$ cat config.mk
export PLATFORM = sky130hd
export DESIGN_NAME = caf_flag_regs
export DESIGN_NICKNAME = d
export VERILOG_FILES = /design/src/core/caf_pkg.sv /design/src/core/caf_flag_regs.sv
export VERILOG_INCLUDE_DIRS = /design/src /design/src/core
export SDC_FILE = /design/constraint.sdc
export NUM_CORES = 1
export LEC_CHECK = 0
export ABC_AREA = 1
export BUFFER_PORTS_ARGS = -buffer_cell sky130_fd_sc_hd__buf_2
export CAP_MARGIN = 5
export CORE_MARGIN = 2
export CORE_UTILIZATION = 30
export CTS_BUF_LIST = sky130_fd_sc_hd__clkbuf_4
export DETAILED_ROUTE_END_ITERATION = 10
export GPL_TIMING_DRIVEN = 1
export HOLD_SLACK_MARGIN = 0.15
export PLACE_DENSITY = 0.59
export SLEW_MARGIN = 0
export SYNTH_ARGS = -nofsm -noshare
export SYNTH_HDL_FRONTEND = slang
export SYNTH_SLANG_ARGS = --single-unit
$ cat constraint.sdc
create_clock -name clk_sys -period 2 [get_ports clk_sys]
set_input_delay 0.2 -clock clk_sys [delete_from_list [all_inputs] [get_ports clk_sys]]
set_output_delay 0.2 -clock clk_sys [all_outputs]
set_load 0.02 [all_outputs]
$ cat src/core/caf_map.svh
// register map, field positions and reset values for the alu flag and reset cause block
// Function
// - flag-affecting instruction targeting alu_flags updates flags only, result discarded
// - subtraction carry and digit carry act as inverted borrow
// - alu_flags bits 7 to 5 read as zero
// - negative flag, bit 4, copies result msb
// - overflow flag, bit 3, set when signed result changes sign wrongly
// - zero flag, bit 2, set when result is zero
// - add/sub digit carry, bit 1, is carry out of low nibble
// - rotates load digit carry from source bit 4 or bit 3
// - carry, bit 0, is carry out of msb; rotates take shifted-out bit
// - irq priority enable, bit 7, enables two levels; resets to zero
// - soft reset flag, bit 4, cleared by reset instruction, set by firmware
// - watchdog timeout flag set by power-up, clear or sleep; timeout clears it
// - power down flag set by power-up or clear; sleep clears it
// - power-on flag, bit 1, zero after power-on, firmware sets it
// - brown-out flag cleared by brown-out, reads one after power-on if enabled
// - reset_cause_flags bits 6 and 5 read as zero
// - reset_cause_flags writable except timeout and power down flags
`ifndef CAF_MAP_SVH
`define CAF_MAP_SVH
// ======================================
// bus offsets
`define CAF_OFF_ALU_FLAGS 32'h0000_0000
`define CAF_OFF_RESET_CAUSE 32'h0000_0004
`define CAF_HTRANS_NONSEQ 2'h2
// ======================================
// alu flag fields
`define CAF_BIT_N 4
`define CAF_BIT_OV 3
`define CAF_BIT_Z 2
`define CAF_BIT_DC 1
`define CAF_BIT_C 0
`define CAF_ALU_RST 5'h00
// ======================================
// reset cause fields
`define CAF_BIT_IRQ_PRIORITY_ENABLE 7
`define CAF_BIT_RI 4
`define CAF_BIT_TO 3
`define CAF_BIT_PD 2
`define CAF_BIT_POR 1
`define CAF_BIT_BOR 0
`define CAF_RC_RST 8'h1c
`define CAF_RC_SW_MASK 8'h93
`endif

$ cat src/core/caf_pkg.sv
// types shared by the alu flag and reset cause block
package caf_pkg;
  typedef logic [7:0] caf_byte_t;
  typedef logic [4:0] caf_flags_t;
  typedef enum logic [8:0]
  {
    CAF_OP_ADD = 9'h001,
    CAF_OP_SUB = 9'h002,
    CAF_OP_ROTL = 9'h004,
    CAF_OP_ROTR = 9'h008,
    CAF_OP_AND = 9'h010,
    CAF_OP_IOR = 9'h020,
    CAF_OP_XOR = 9'h040,
    CAF_OP_CLEAR = 9'h080,
    CAF_OP_MOVE = 9'h100
  } caf_op_e;
endpackage

$ cat src/core/caf_flag_regs.sv
// alu flag register and reset cause register with ahb-lite access
`timescale 1ns/1ps
`include "caf_map.svh"
module caf_flag_regs
(
  input wire logic clk_sys,
  input wire logic reset_n,
  input wire logic hsel,
  input wire logic [31:0] haddr,
  input wire logic [1:0] htrans,
  input wire logic hwrite,
  input wire logic [2:0] hsize,
  input wire logic [31:0] hwdata,
  input wire logic hready,
  output logic hreadyout,
  output logic [31:0] hrdata,
  output logic hresp,
  input wire logic exec_valid,
  input wire caf_pkg::caf_op_e exec_op,
  input wire caf_pkg::caf_byte_t exec_a,
  input wire caf_pkg::caf_byte_t exec_b,
  input wire logic exec_to_flags,
  output caf_pkg::caf_byte_t exec_result,
  output logic exec_result_valid,
  output caf_pkg::caf_byte_t alu_flags,
  output caf_pkg::caf_byte_t reset_cause_flags,
  output logic irq_priority_enable,
  input wire logic cfg_brown_out_enable,
  input wire logic evt_soft_reset,
  input wire logic evt_brown_out,
  input wire logic evt_wdt_timeout,
  input wire logic evt_watchdog_clear,
  input wire logic evt_sleep
);
  import caf_pkg::*;

  // ======================================
  // ahb-lite slave, zero wait states
  logic addr_take;
  logic wr_pend;
  logic [31:0] wr_addr;
  logic wr_alu;
  logic wr_rc;
  caf_byte_t rd_val;

  assign addr_take = hsel && hready && htrans[1];
  assign wr_alu = wr_pend && (wr_addr == `CAF_OFF_ALU_FLAGS);
  assign wr_rc = wr_pend && (wr_addr == `CAF_OFF_RESET_CAUSE);

  always_comb
  begin
    rd_val = 8'h00;
    if (haddr == `CAF_OFF_ALU_FLAGS)
      rd_val = alu_flags;
    else if (haddr == `CAF_OFF_RESET_CAUSE)
      rd_val = reset_cause_flags;
  end

  always_ff @(posedge clk_sys)
  begin
    if (!reset_n)
    begin
      wr_pend <= 1'b0;
      wr_addr <= 32'h0000_0000;
    end
    else
    begin
      wr_pend <= addr_take && hwrite;
      if (addr_take)
        wr_addr <= haddr;
    end
  end

  // read data is sampled in the address phase; an unmapped word reads zero
  always_ff @(posedge clk_sys)
  begin
    if (!reset_n)
    begin
      hrdata <= 32'h0000_0000;
      hreadyout <= 1'b1;
      hresp <= 1'b0;
    end
    else
    begin
      hreadyout <= 1'b1;
      hresp <= 1'b0;
      if (addr_take && !hwrite)
        hrdata <= {24'h00_0000, rd_val};
    end
  end

  // ======================================
  // flag calculation
  logic [8:0] sum;
  logic [4:0] nib;
  caf_byte_t res;
  caf_flags_t calc;
  caf_flags_t aff;
  caf_flags_t cur;
  caf_flags_t next_flags;

  assign cur = alu_flags[4:0];

  always_comb
  begin
    sum = 9'h000;
    nib = 5'h00;
    res = 8'h00;
    calc = cur;
    aff = 5'h00;
    unique case (exec_op)
      CAF_OP_ADD:
      begin
        sum = {1'b0, exec_a} + {1'b0, exec_b};
        nib = {1'b0, exec_a[3:0]} + {1'b0, exec_b[3:0]};
        res = sum[7:0];
        calc[`CAF_BIT_C] = sum[8];
        calc[`CAF_BIT_DC] = nib[4];
        calc[`CAF_BIT_OV] = (exec_a[7] == exec_b[7]) && (res[7] != exec_a[7]);
        aff = 5'h1f;
      end
      CAF_OP_SUB:
      begin
        // two's complement add, so carry and digit carry come out as not-borrow
        sum = {1'b0, exec_a} + {1'b0, ~exec_b} + 9'h001;
        nib = {1'b0, exec_a[3:0]} + {1'b0, ~exec_b[3:0]} + 5'h01;
        res = sum[7:0];
        calc[`CAF_BIT_C] = sum[8];
        calc[`CAF_BIT_DC] = nib[4];
        calc[`CAF_BIT_OV] = (exec_a[7] != exec_b[7]) && (res[7] != exec_a[7]);
        aff = 5'h1f;
      end
      CAF_OP_ROTL:
      begin
        res = {exec_a[6:0], cur[`CAF_BIT_C]};
        calc[`CAF_BIT_C] = exec_a[7];
        calc[`CAF_BIT_DC] = exec_a[3];
        aff = 5'h17;
      end
      CAF_OP_ROTR:
      begin
        res = {cur[`CAF_BIT_C], exec_a[7:1]};
        calc[`CAF_BIT_C] = exec_a[0];
        calc[`CAF_BIT_DC] = exec_a[4];
        aff = 5'h17;
      end
      CAF_OP_AND:
      begin
        res = exec_a & exec_b;
        aff = 5'h14;
      end
      CAF_OP_IOR:
      begin
        res = exec_a | exec_b;
        aff = 5'h14;
      end
      CAF_OP_XOR:
      begin
        res = exec_a ^ exec_b;
        aff = 5'h14;
      end
      CAF_OP_CLEAR:
      begin
        res = 8'h00;
        aff = 5'h04;
      end
      CAF_OP_MOVE:
      begin
        res = exec_a;
        aff = 5'h00;
      end
      default:
      begin
        res = 8'h00;
        aff = 5'h00;
      end
    endcase
    calc[`CAF_BIT_N] = res[7];
    calc[`CAF_BIT_Z] = (res == 8'h00);
  end

  // exec wins over a bus write landing in the same cycle
  always_comb
  begin
    next_flags = cur;
    if (exec_valid)
    begin
      if (exec_to_flags && (aff == 5'h00))
        next_flags = res[4:0];
      else
        next_flags = (cur & ~aff) | (calc & aff);
    end
    else if (wr_alu)
      next_flags = hwdata[4:0];
  end

  always_ff @(posedge clk_sys)
  begin
    if (!reset_n)
      alu_flags <= {3'b000, `CAF_ALU_RST};
    else
      alu_flags <= {3'b000, next_flags};
  end

  always_ff @(posedge clk_sys)
  begin
    if (!reset_n)
    begin
      exec_result <= 8'h00;
      exec_result_valid <= 1'b0;
    end
    else
    begin
      exec_result <= res;
      exec_result_valid <= exec_valid && !exec_to_flags;
    end
  end

  // ======================================
  // reset cause register
  logic bor_strap;
  caf_byte_t next_rc;

  // strap taken one cycle after release, never inside the reset branch
  always_ff @(posedge clk_sys)
  begin
    if (!reset_n)
      bor_strap <= 1'b1;
    else
      bor_strap <= 1'b0;
  end

  // hardware events are applied after the bus write so none is lost
  always_comb
  begin
    next_rc = reset_cause_flags;
    if (wr_rc)
      next_rc = (reset_cause_flags & ~`CAF_RC_SW_MASK) | (hwdata[7:0] & `CAF_RC_SW_MASK);
    if (bor_strap)
      next_rc[`CAF_BIT_BOR] = cfg_brown_out_enable;
    if (evt_soft_reset)
      next_rc[`CAF_BIT_RI] = 1'b0;
    if (evt_brown_out)
      next_rc[`CAF_BIT_BOR] = 1'b0;
    if (evt_watchdog_clear)
    begin
      next_rc[`CAF_BIT_TO] = 1'b1;
      next_rc[`CAF_BIT_PD] = 1'b1;
    end
    if (evt_sleep)
    begin
      next_rc[`CAF_BIT_TO] = 1'b1;
      next_rc[`CAF_BIT_PD] = 1'b0;
    end
    if (evt_wdt_timeout)
      next_rc[`CAF_BIT_TO] = 1'b0;
    next_rc[6:5] = 2'b00;
  end

  always_ff @(posedge clk_sys)
  begin
    if (!reset_n)
    begin
      reset_cause_flags <= `CAF_RC_RST;
      irq_priority_enable <= 1'b0;
    end
    else
    begin
      reset_cause_flags <= next_rc;
      irq_priority_enable <= next_rc[`CAF_BIT_IRQ_PRIORITY_ENABLE];
    end
  end
endmodule

==> results of run 1 <==
## per-layer routing
| layer | part of all wire [%] | routed length, um | up-vias |
|---|---|---|---|
| met3 | 5.1 | 757 | 13 |
| li1 | - | - | 2681 |
| met4 | 0.95 | 142 | 0 |
| met2 | 46 | 6890 | 145 |
| met5 | 0 | 0 | - |
| met1 | 48 | 7130 | 2296 |
## report_power, final
group          total, uW  switching [uW]  internal [uW]
Sequential          1260            25.7           1240
Clock                994             473            521
Combinational        827             479            348
Total               3080             978           2110
## stage by stage
step | setup slack, ns | util [%] | TNS, ns
finish | 0.172 | 41.2 | 0
floorplan | 0.165 | - | 0
CTS | 0.151 | 41.1 | 0
global placement | -0.175 | 37.0 | -0.725
global route | 0.0417 | 41.2 | 0
detailed placement | -0.216 | 37.0 | -0.568
## placed cells by master (no fill, tap or decap), drive strengths merged
master       count
a21oi           52
xnor2            2
fa               2
clkinvlp         2
dfxtp           60
o21ai           47
a211oi           2
nand2          154
nand3b           4
nand3           73
bufinv           2
or2              3
clkbuf          10
nor3            16
dlygate4sd3     46
inv            101
nor2            78
nor4            12
conb            33
xor2             1
diode            1
nand4           23
o21a             2
o211ai           2
a31oi            4
buf            164
clkinv           1
o22ai            2
ha              25
## Yosys cell counts
cell      count
o211ai_1      2
xnor2_1       2
nor2_2        2
nor3_1       16
inv_1        97
o22ai_1       2
a21oi_1      49
clkbuf_1     12
nand3b_1      4
a211oi_1      2
fa_1          2
o21ai_2       1
nor2_4       10
o21ai_1       2
inv_2         2
nor4_1       12
xor2_1        1
o21ai_0      44
buf_4        35
a31oi_1       4
nand3_2       1
nand4_1      23
o21a_1        2
a21oi_2       3
nand2_1     149
conb_1        2
nor2_1       66
ha_1         25
buf_6         2
inv_4         1
or2_2         3
buf_2         4
nand2_2       2
nand3_4       1
dfxtp_1      60
nand3_1      71
nand2_4       3
## final timing paths
path	from	to	slack, ns	cells after the start
worst min-delay path	hwdata[0]	flip-flop	0.19	5
worst max-delay path	haddr[3]	hrdata[1]$_SDFFE_PN0P_	0.17	10
worst min register to register	wr_addr[29]$_SDFFE_PN0P_	wr_addr[29]$_SDFFE_PN0P_	0.46	2
worst max register to register	wr_addr[3]$_SDFFE_PN0P_	flip-flop	0.20	9
## layout make-up
class	instances	area, um^2	area share, %
Clock buffer	10	75.1	1.20
Antenna cell	1	2.50	0.0401
Tap cell	188	235	3.77
Clock inverter	6	87.6	1.40
Sequential cell	60	1200	19.2
Inverter	100	378	6.05
Timing Repair Buffer	210	1450	23.2
Multi-Input combinational cell	537	2820	45.1
## critical path, stage by stage
cell	delay [ns]
dlygate4sd3_1	0.54
buf_2	0.13
nor4_1	0.42
nand4_1	0.15
nor2_1	0.14
buf_4	0.19
nand2_1	0.09
nor3_1	0.16
a211oi_1	0.07
nor2_1	0.09
## flip-flops by register name, indices dropped and copies added, names as in the netlist, named ones only
| name | count |
|---|---|
| irq_priority_enable | 1 |
| wr_pend | 1 |
| exec_result_valid | 1 |
| bor_strap | 1 |
| exec_result | 8 |
| reset_cause_flags | 5 |
| wr_addr | 32 |
| hrdata | 6 |
## logic make-up after synthesis
family	count (synthesis)	synth area share, %
compound gates	111	12.8
xor+xnor	3	0.569
fa+ha+maj	27	7.64
buf+inv	153	15.8
flops	60	26.0
other cells	2	0.163
simple gates	363	37.0
## what timing repair did
item | 4_1_cts | 5_1_grt
resized for setup | 0 | 3
hold endpoints to repair | 46 | 0
setup endpoints to repair | 0 | 2
hold buffers | 46 | 0
==> flow_metrics.py, run 1 <==
metrics = {
    "outcome": {
        "status": "completed",
    },
    "place": {
        "portBuffers": 103,
        "hpwl_mm": 11.5,
        "dp.cells": 1049,
        "gp_congestion": 0.927,
        "placed_area_um2": 5610,
    },
    "clock_tree": {
        "insertion_delay_ns": 0.42,
        "clk_pin_slew_ns": 0.10,
        "post_cts_buffers": 0,
        "cts_tree": "yes",
        "cts_buffer_depth": 2,
        "cts-root-buf": "clkbuf_4",
        "numCtsBuffers": 9,
        "h-tree-depth": 3,
        "numClockSinks": 60,
    },
    "timing": {
        "worst_pin_slew_ns": 0.671,
        "min_period_ns": 1.83,
        "slew_headroom_pct": 55.2,
        "clock.fmax_ghz": 0.547,
        "period_share_pct": 91.4,
        "slew_violations": 0,
        "skew_ns": 0.0163,
        "finalSetupViolCount": 0,
        "hold_violations": 0,
        "whs_ns": 0.186,
        "rsz0062_at_grt": "no",
    },
    "pwr": {
        "total_power_uw": 3080,
        "p_per_area_nw_per_um2": 494,
        "vdd_drop_max_mv": 0.345,
        "p_leak_uw": 0.00305,
    },
    "global_route": {
        "use_met2_pct": 30.8,
        "grt_usage_pct": 18.5,
        "grt_first_pass_wirelength_mm": 23.9,
        "gr-usage-met3_pct": 3.96,
        "grt_overflow_total": 0,
        "grt_pass1_vias": 4854,
        "grt_use_met1_pct": 24.7,
        "grt_max_degree": 43,
        "grt-busiest-layer": "met2",
        "antenna_found_initial": 1,
    },
    "detailed_routing": {
        "wl_per_cell_um": 13.4,
        "drc": 0,
        "viasPerCell": 4.62,
        "num_vias": 5135,
        "drt_iter0_drc": 271,
        "postRouteAntennaNets": 0,
        "drt_wl_total_mm": 14.9,
        "drt_pass1_iterations": 5,
    },
    "floorplanning": {
        "dieWidth_um": 128,
        "ios": 167,
        "die_h_um": 128,
        "start_util_pct": 30.5,
        "coreArea_um2": 15100,
        "dieArea_um2": 16400,
        "num_rows": 45,
    },
    "synthesis": {
        "synth.cell_area_um2": 4620,
        "synth_seq_area_share_pct": 26.0,
        "avgSynthCellArea_um2": 6.42,
        "yosysWarnings": 0,
        "synthTopCellsByArea": "dfxtp_1 (26%), nand2_1 (12%), inv_1 (7.9%), nand3_1 (7.7%), ha_1 (6.8%)",
        "ys_types": 37,
        "ys_seq_elements": 60,
        "synth_top_cell_area_share_pct": 26.0,
        "synthCells": 719,
        "synth_top_cell_by_area": "dfxtp_1",
    },
    "worst_setup_path": {
        "crit_required_ns": 2.35,
        "crit_path_max_fanout": 9,
        "arrival_ns": 2.18,
        "start_kind": "primary input",
        "worstSetupPathType": "primary input to flip-flop",
        "critPathCaptureType": "flip-flop",
    },
    "finish": {
        "drive_gt1_share_pct": 22.9,
        "area_growth_pct": 35.2,
        "final_cells": 1112,
        "n_fill_cell": 1618,
        "postLayoutCellArea_um2": 6240,
        "fin_nets": 1052,
    },
    "flow_run": {
        "maxCapViolations": 0,
    },
    "worst_hold_path": {
        "hold_path_class": "primary input to flip-flop",
    },
}
Note: power is estimated with default switching activity, not from simulation.
==> inputs of run 2 (changes only) <==
Settings changed: CORE_UTILIZATION 30 to 42, PLACE_DENSITY 0.59 to 0.75.
==> run 2 against run 1 <==
Against the previous run:
- flip-flop and latch count unchanged
- sequential power about the same
- largest power group unchanged
- fmax down 0.98%
- first-iteration DRC count up 120%
- combinational power about the same
- critical path depth unchanged
- die area down 28%
- clock skew up 0.0042 ns
==> flow_metrics.py, run 2 (synthesized netlist as in run 1, its figures left out) <==
metrics = {
    "pwr": {
        "total_power_uw": 2880,
        "p_leak_uw": 0.00298,
        "vdd_drop_max_mv": 0.305,
        "p_per_area_nw_per_um2": 477,
    },
    "clock_tree": {
        "numClockSinks": 60,
        "clk_pin_slew_ns": 0.10,
        "cts_tree": "yes",
        "cts_buffer_depth": 2,
        "insertion_delay_ns": 0.40,
        "cts-root-buf": "clkbuf_4",
        "numCtsBuffers": 9,
        "post_cts_buffers": 0,
        "h-tree-depth": 3,
    },
    "worst_setup_path": {
        "arrival_ns": 2.18,
        "r2r_slack_ns": 0.27,
        "critical-path-max-stage-delay_ns": 0.54,
        "cp_common_cell": "nor2_1",
        "crit_slowest_cell": "dlygate4sd3_1",
        "worstSetupPathType": "primary input to flip-flop",
        "start_kind": "primary input",
        "worstPathBufferInverterCount": 3,
        "cp_top_family": "simple AND/OR/NAND/NOR gates",
        "path_cells": "dlygate4sd3_1 > buf_2 > nor4_1 > nand4_1 > nor2_1 > buf_4 > nand2_1 > nor3_1 > a211oi_1 > nor2_1",
        "crit_required_ns": 2.34,
        "critPathCaptureType": "flip-flop",
        "worstRegToRegCells": 8,
        "reg2reg_from": "wr_addr[3]$_SDFFE_PN0P_",
        "crit_path_max_fanout": 9,
    },
    "finish": {
        "antennaDiodeCount": 0,
        "reg.largest.list": "wr_addr x32, exec_result x8, hrdata x6",
        "drive_gt1_share_pct": 21.6,
        "final_common_cell": "nand2_1",
        "n_fill_cell": 1066,
        "final_cells": 1051,
        "largest_register_ffs": 32,
        "fin_nets": 1041,
        "area_growth_pct": 31.0,
        "layout_common_cells": "nand2_1 (149), buf_2 (103), inv_1 (97)",
        "top_register": "wr_addr",
    },
    "timing": {
        "skew_ns": 0.0206,
        "clock.fmax_ghz": 0.542,
        "slew_violations": 0,
        "period_share_pct": 92.3,
        "min_period_ns": 1.85,
        "hold_violations": 0,
        "finalSetupViolCount": 0,
        "rsz0062_at_grt": "no",
    },
    "flow_run": {
        "maxCapViolations": 0,
    },
    "place": {
        "portBuffers": 103,
        "gp_congestion": 0.959,
        "hpwl_mm": 10.5,
        "dp.cells": 991,
    },
    "global_route": {
        "grt_usage_pct": 24.0,
        "grt_first_pass_wirelength_mm": 22.4,
        "antenna_found_initial": 0,
        "grt_pass1_vias": 4806,
        "grt_overflow_total": 0,
        "grt_max_degree": 55,
    },
    "detailed_routing": {
        "drc": 0,
        "num_vias": 5278,
        "postRouteAntennaNets": 0,
        "wl_per_cell_um": 13.6,
        "drt_wl_total_mm": 14.3,
        "drt_iter0_drc": 583,
        "viasPerCell": 5.02,
        "drt_pass1_iterations": 5,
    },
    "floorplanning": {
        "num_rows": 38,
        "coreArea_um2": 10800,
        "start_util_pct": 42.8,
        "dieWidth_um": 109,
        "ios": 167,
        "dieArea_um2": 11900,
        "die_h_um": 109,
    },
    "worst_hold_path": {
        "hold_path_class": "primary input to flip-flop",
        "worstHoldStart": "hwdata[3]",
        "whs_path_depth": 5,
    },
    "outcome": {
        "status": "completed",
    },
}
[run 2: cell count changes in the layout (fill, tap and decap cells not counted), sizes merged]
cell / previous run / this run
bufinv: 2 / 1
buf: 164 / 154
clkbuf: 10 / 9
dlygate4sd3: 46 / 45
inv: 101 / 100
clkinv: 1 / 3
diode: 1 / 0
[run 2: through the flow]
step | area [um^2] | setup WS (ns) | hold slack [ns] | utilization [%] | setup TNS (ns)
finish | 6050 | 0.154 | 0.177 | 56.1 | 0
global route | 6050 | 0.0389 | 0.161 | 56.1 | 0
CTS | 6030 | 0.216 | 0.154 | 55.9 | 0
detailed placement | 5470 | -0.183 | 0.405 | 50.7 | -0.423
global placement | 5470 | -0.117 | 0.395 | 50.7 | -0.238
floorplan | 4730 | 0.165 | 0.279 | - | 0
[run 2: how the worst max path moves through the flow]
| stage | depth (start not counted) | end | from | slack (ns) |
|---|---|---|---|---|
| after floorplan | 15 | flip-flop | exec_a[2] | 0.16 |
| after global placement | 19 | flip-flop | exec_a[0] | -0.12 |
| after detailed placement | 15 | flip-flop | exec_a[0] | -0.18 |
| after CTS | 10 | hrdata[1]$_SDFFE_PN0P_ | haddr[30] | 0.22 |
| after global routing | 15 | flip-flop | exec_a[0] | 0.04 |
| final | 10 | hrdata[1]$_SDFFE_PN0P_ | haddr[30] | 0.15 |
[run 2: metal layers]
layer,global-route usage [%],wire [um],vias to the layer above
li1,-,-,2662
met1,31.9,6340,2327
met2,39.8,6630,259
met3,4.06,1070,30
met4,6.87,280,0
met5,0,0,-
[run 2: worst reg2reg max path, stage by stage (launching register included)]
cell and delay (ns):
dfxtp_1 0.34, nor4_1 0.34, nand4_1 0.14, nor2_1 0.18
nand2_1 0.10, nand2_1 0.16, nand2_2 0.10, a21oi_1 0.16
o21a_1 0.15
[run 2: final cells by class]
| class | count | area, um^2 | area share [%] |
|---|---|---|---|
| clock buffer | 9 | 67.6 | 1.12 |
| clock inverter | 6 | 56.3 | 0.931 |
| inverter | 100 | 378 | 6.25 |
| multi-input combinational | 537 | 2810 | 46.5 |
| sequential | 60 | 1200 | 19.9 |
| tap | 140 | 175 | 2.90 |
| timing repair buffer | 199 | 1360 | 22.5 |
[run 2: timing repair]
item,4_1_cts,5_1_grt
setup endpoints to repair,0,1
hold endpoints to repair,42,1
hold buffers,44,1
gates resized for setup,0,2
[run 2: where the power goes]
part           switching [uW]  total (uW)  internal [uW]
combinational             484         828            344
clock                     432         794            362
sequential               24.7        1260           1240
==> inputs of run 3 (changes only) <==
Settings changed: RECOVER_POWER set to 100.
==> run 3 against run 2 <==
Against the previous run:
- cell count stayed put
- setup slack lost 0.092 ns
- combinational power fell by 1%
- global-route usage stayed put
- routed wire length increased by 0.74%
- critical path depth stayed put
- fmax is 4.8% lower
- critical endpoint unchanged
==> flow_metrics.py, run 3 (synthesized netlist as in run 1, its figures left out) <==
metrics = {
    "pwr": {
        "vdd_drop_max_mv": 0.306,
        "p_per_area_nw_per_um2": 483,
        "p_leak_uw": 0.00281,
    },
    "finish": {
        "final_cells": 1051,
        "area_growth_pct": 29.1,
        "fin_util_pct": 55.2,
        "drive_gt1_share_pct": 16.2,
        "largest_register_ffs": 32,
        "top_register": "wr_addr",
        "fin_nets": 1041,
        "antennaDiodeCount": 0,
        "final_common_cell": "nand2_1",
        "reg.largest.list": "wr_addr x32, exec_result x8, hrdata x6",
        "n_fill_cell": 1107,
        "layout_common_cells": "nand2_1 (150), inv_1 (97), nand3_1 (71)",
    },
    "detailed_routing": {
        "wl_per_cell_um": 13.7,
        "drt_wl_total_mm": 14.4,
        "drt_iter0_drc": 564,
        "drc": 0,
        "drt_pass1_iterations": 5,
        "num_vias": 5329,
        "postRouteAntennaNets": 0,
        "viasPerCell": 5.07,
    },
    "timing": {
        "slew_headroom_pct": 39.8,
        "whs_ns": 0.177,
        "finalSetupViolCount": 0,
        "rsz0062_at_grt": "no",
        "clock.fmax_ghz": 0.516,
        "worst_pin_slew_ns": 0.903,
        "period_share_pct": 96.9,
        "min_period_ns": 1.94,
        "hold_violations": 0,
        "skew_ns": 0.0211,
        "finalWorstSetupSlack_ns": 0.0622,
        "slew_violations": 0,
        "setup_tns_ns": 0,
    },
    "place": {
        "preCtsSetupSlack_ns": -0.183,
        "gp_congestion": 0.959,
        "portBuffers": 103,
        "hpwl_mm": 10.5,
        "dp.cells": 991,
    },
    "worst_setup_path": {
        "crit_path_max_fanout": 9,
        "worstSetupPathType": "primary input to flip-flop",
        "crit_required_ns": 2.33,
        "critPathCaptureType": "flip-flop",
        "arrival_ns": 2.27,
        "start_kind": "primary input",
    },
    "floorplanning": {
        "ios": 167,
        "die_h_um": 109,
        "num_rows": 38,
        "dieWidth_um": 109,
        "dieArea_um2": 11900,
        "start_util_pct": 42.8,
        "coreArea_um2": 10800,
    },
    "flow_run": {
        "maxCapViolations": 0,
    },
    "global_route": {
        "grt_overflow_total": 0,
        "antenna_found_initial": 0,
        "grt_pass1_vias": 4806,
        "grt_first_pass_wirelength_mm": 22.4,
        "grt_usage_pct": 24.0,
        "grt_max_degree": 55,
    },
    "clock_tree": {
        "h-tree-depth": 3,
        "numCtsBuffers": 9,
        "numClockSinks": 60,
        "post_cts_buffers": 0,
        "cts-root-buf": "clkbuf_4",
        "cts_buffer_depth": 2,
        "clk_pin_slew_ns": 0.10,
        "cts_tree": "yes",
        "insertion_delay_ns": 0.41,
    },
    "outcome": {
        "status": "completed",
    },
    "worst_hold_path": {
        "hold_path_class": "primary input to flip-flop",
    },
}
run 3: area by class of cell:
type	count	area, um^2	share of cell area, %
multi-input combinational	537	2800	47.0
timing repair buffer	199	1280	21.5
sequential	60	1200	20.2
inverter	100	378	6.34
tap	140	175	2.94
clock buffer	9	67.6	1.13
clock inverter	6	56.3	0.945
run 3: final timing paths:
path | start | end | slack (ns) | depth (start not counted)
max | haddr[30] | hrdata[1]$_SDFFE_PN0P_ | 0.06 | 10
min | hwdata[3] | flip-flop | 0.18 | 5
max reg2reg | wr_addr[3]$_SDFFE_PN0P_ | flip-flop | 0.24 | 8
min reg2reg | wr_addr[28]$_SDFFE_PN0P_ | wr_addr[28]$_SDFFE_PN0P_ | 0.46 | 2
run 3: worst max-delay path: stages:
cell and delay, ns:
dlygate4sd3_1 0.54, clkbuf_1 0.13, nor4_1 0.40, nand4_1 0.20, nor2_1 0.13, clkbuf_2 0.23
nand2_1 0.11, nor3_1 0.16, a211oi_1 0.07, nor2_1 0.09
run 3: routing by layer:
| metal | wire (um) | vias up | global-route usage (%) |
|---|---|---|---|
| li1 | - | 2654 | - |
| met1 | 6430 | 2360 | 31.9 |
| met2 | 6620 | 277 | 39.8 |
| met3 | 1070 | 38 | 4.06 |
| met4 | 316 | 0 | 6.87 |
| met5 | 0 | - | 0 |
run 3: power breakdown:
group | total [uW] | leakage [uW] | internal [uW] | switching (uW)
Combinational | 817 | 0.00226 | 332 | 485
Clock | 798 | 0.0000605 | 362 | 437
Sequential | 1260 | 0.000489 | 1240 | 25.1
Total | 2880 | 0.00281 | 1930 | 947
run 3: per-stage QoR:
step	cell area [um^2]	total power, uW
2_1_floorplan	4730	1770
3_3_place_gp	5470	2020
3_5_place_dp	5470	2030
4_1_cts	6030	2870
5_1_grt	5960	3050
6_report	5960	2880
run 3: what timing repair did:
action,CTS,global route
hold buffers,44,1
resized for setup,0,2
hold endpoints to repair,42,1
endpoints found under the setup margin,0,1
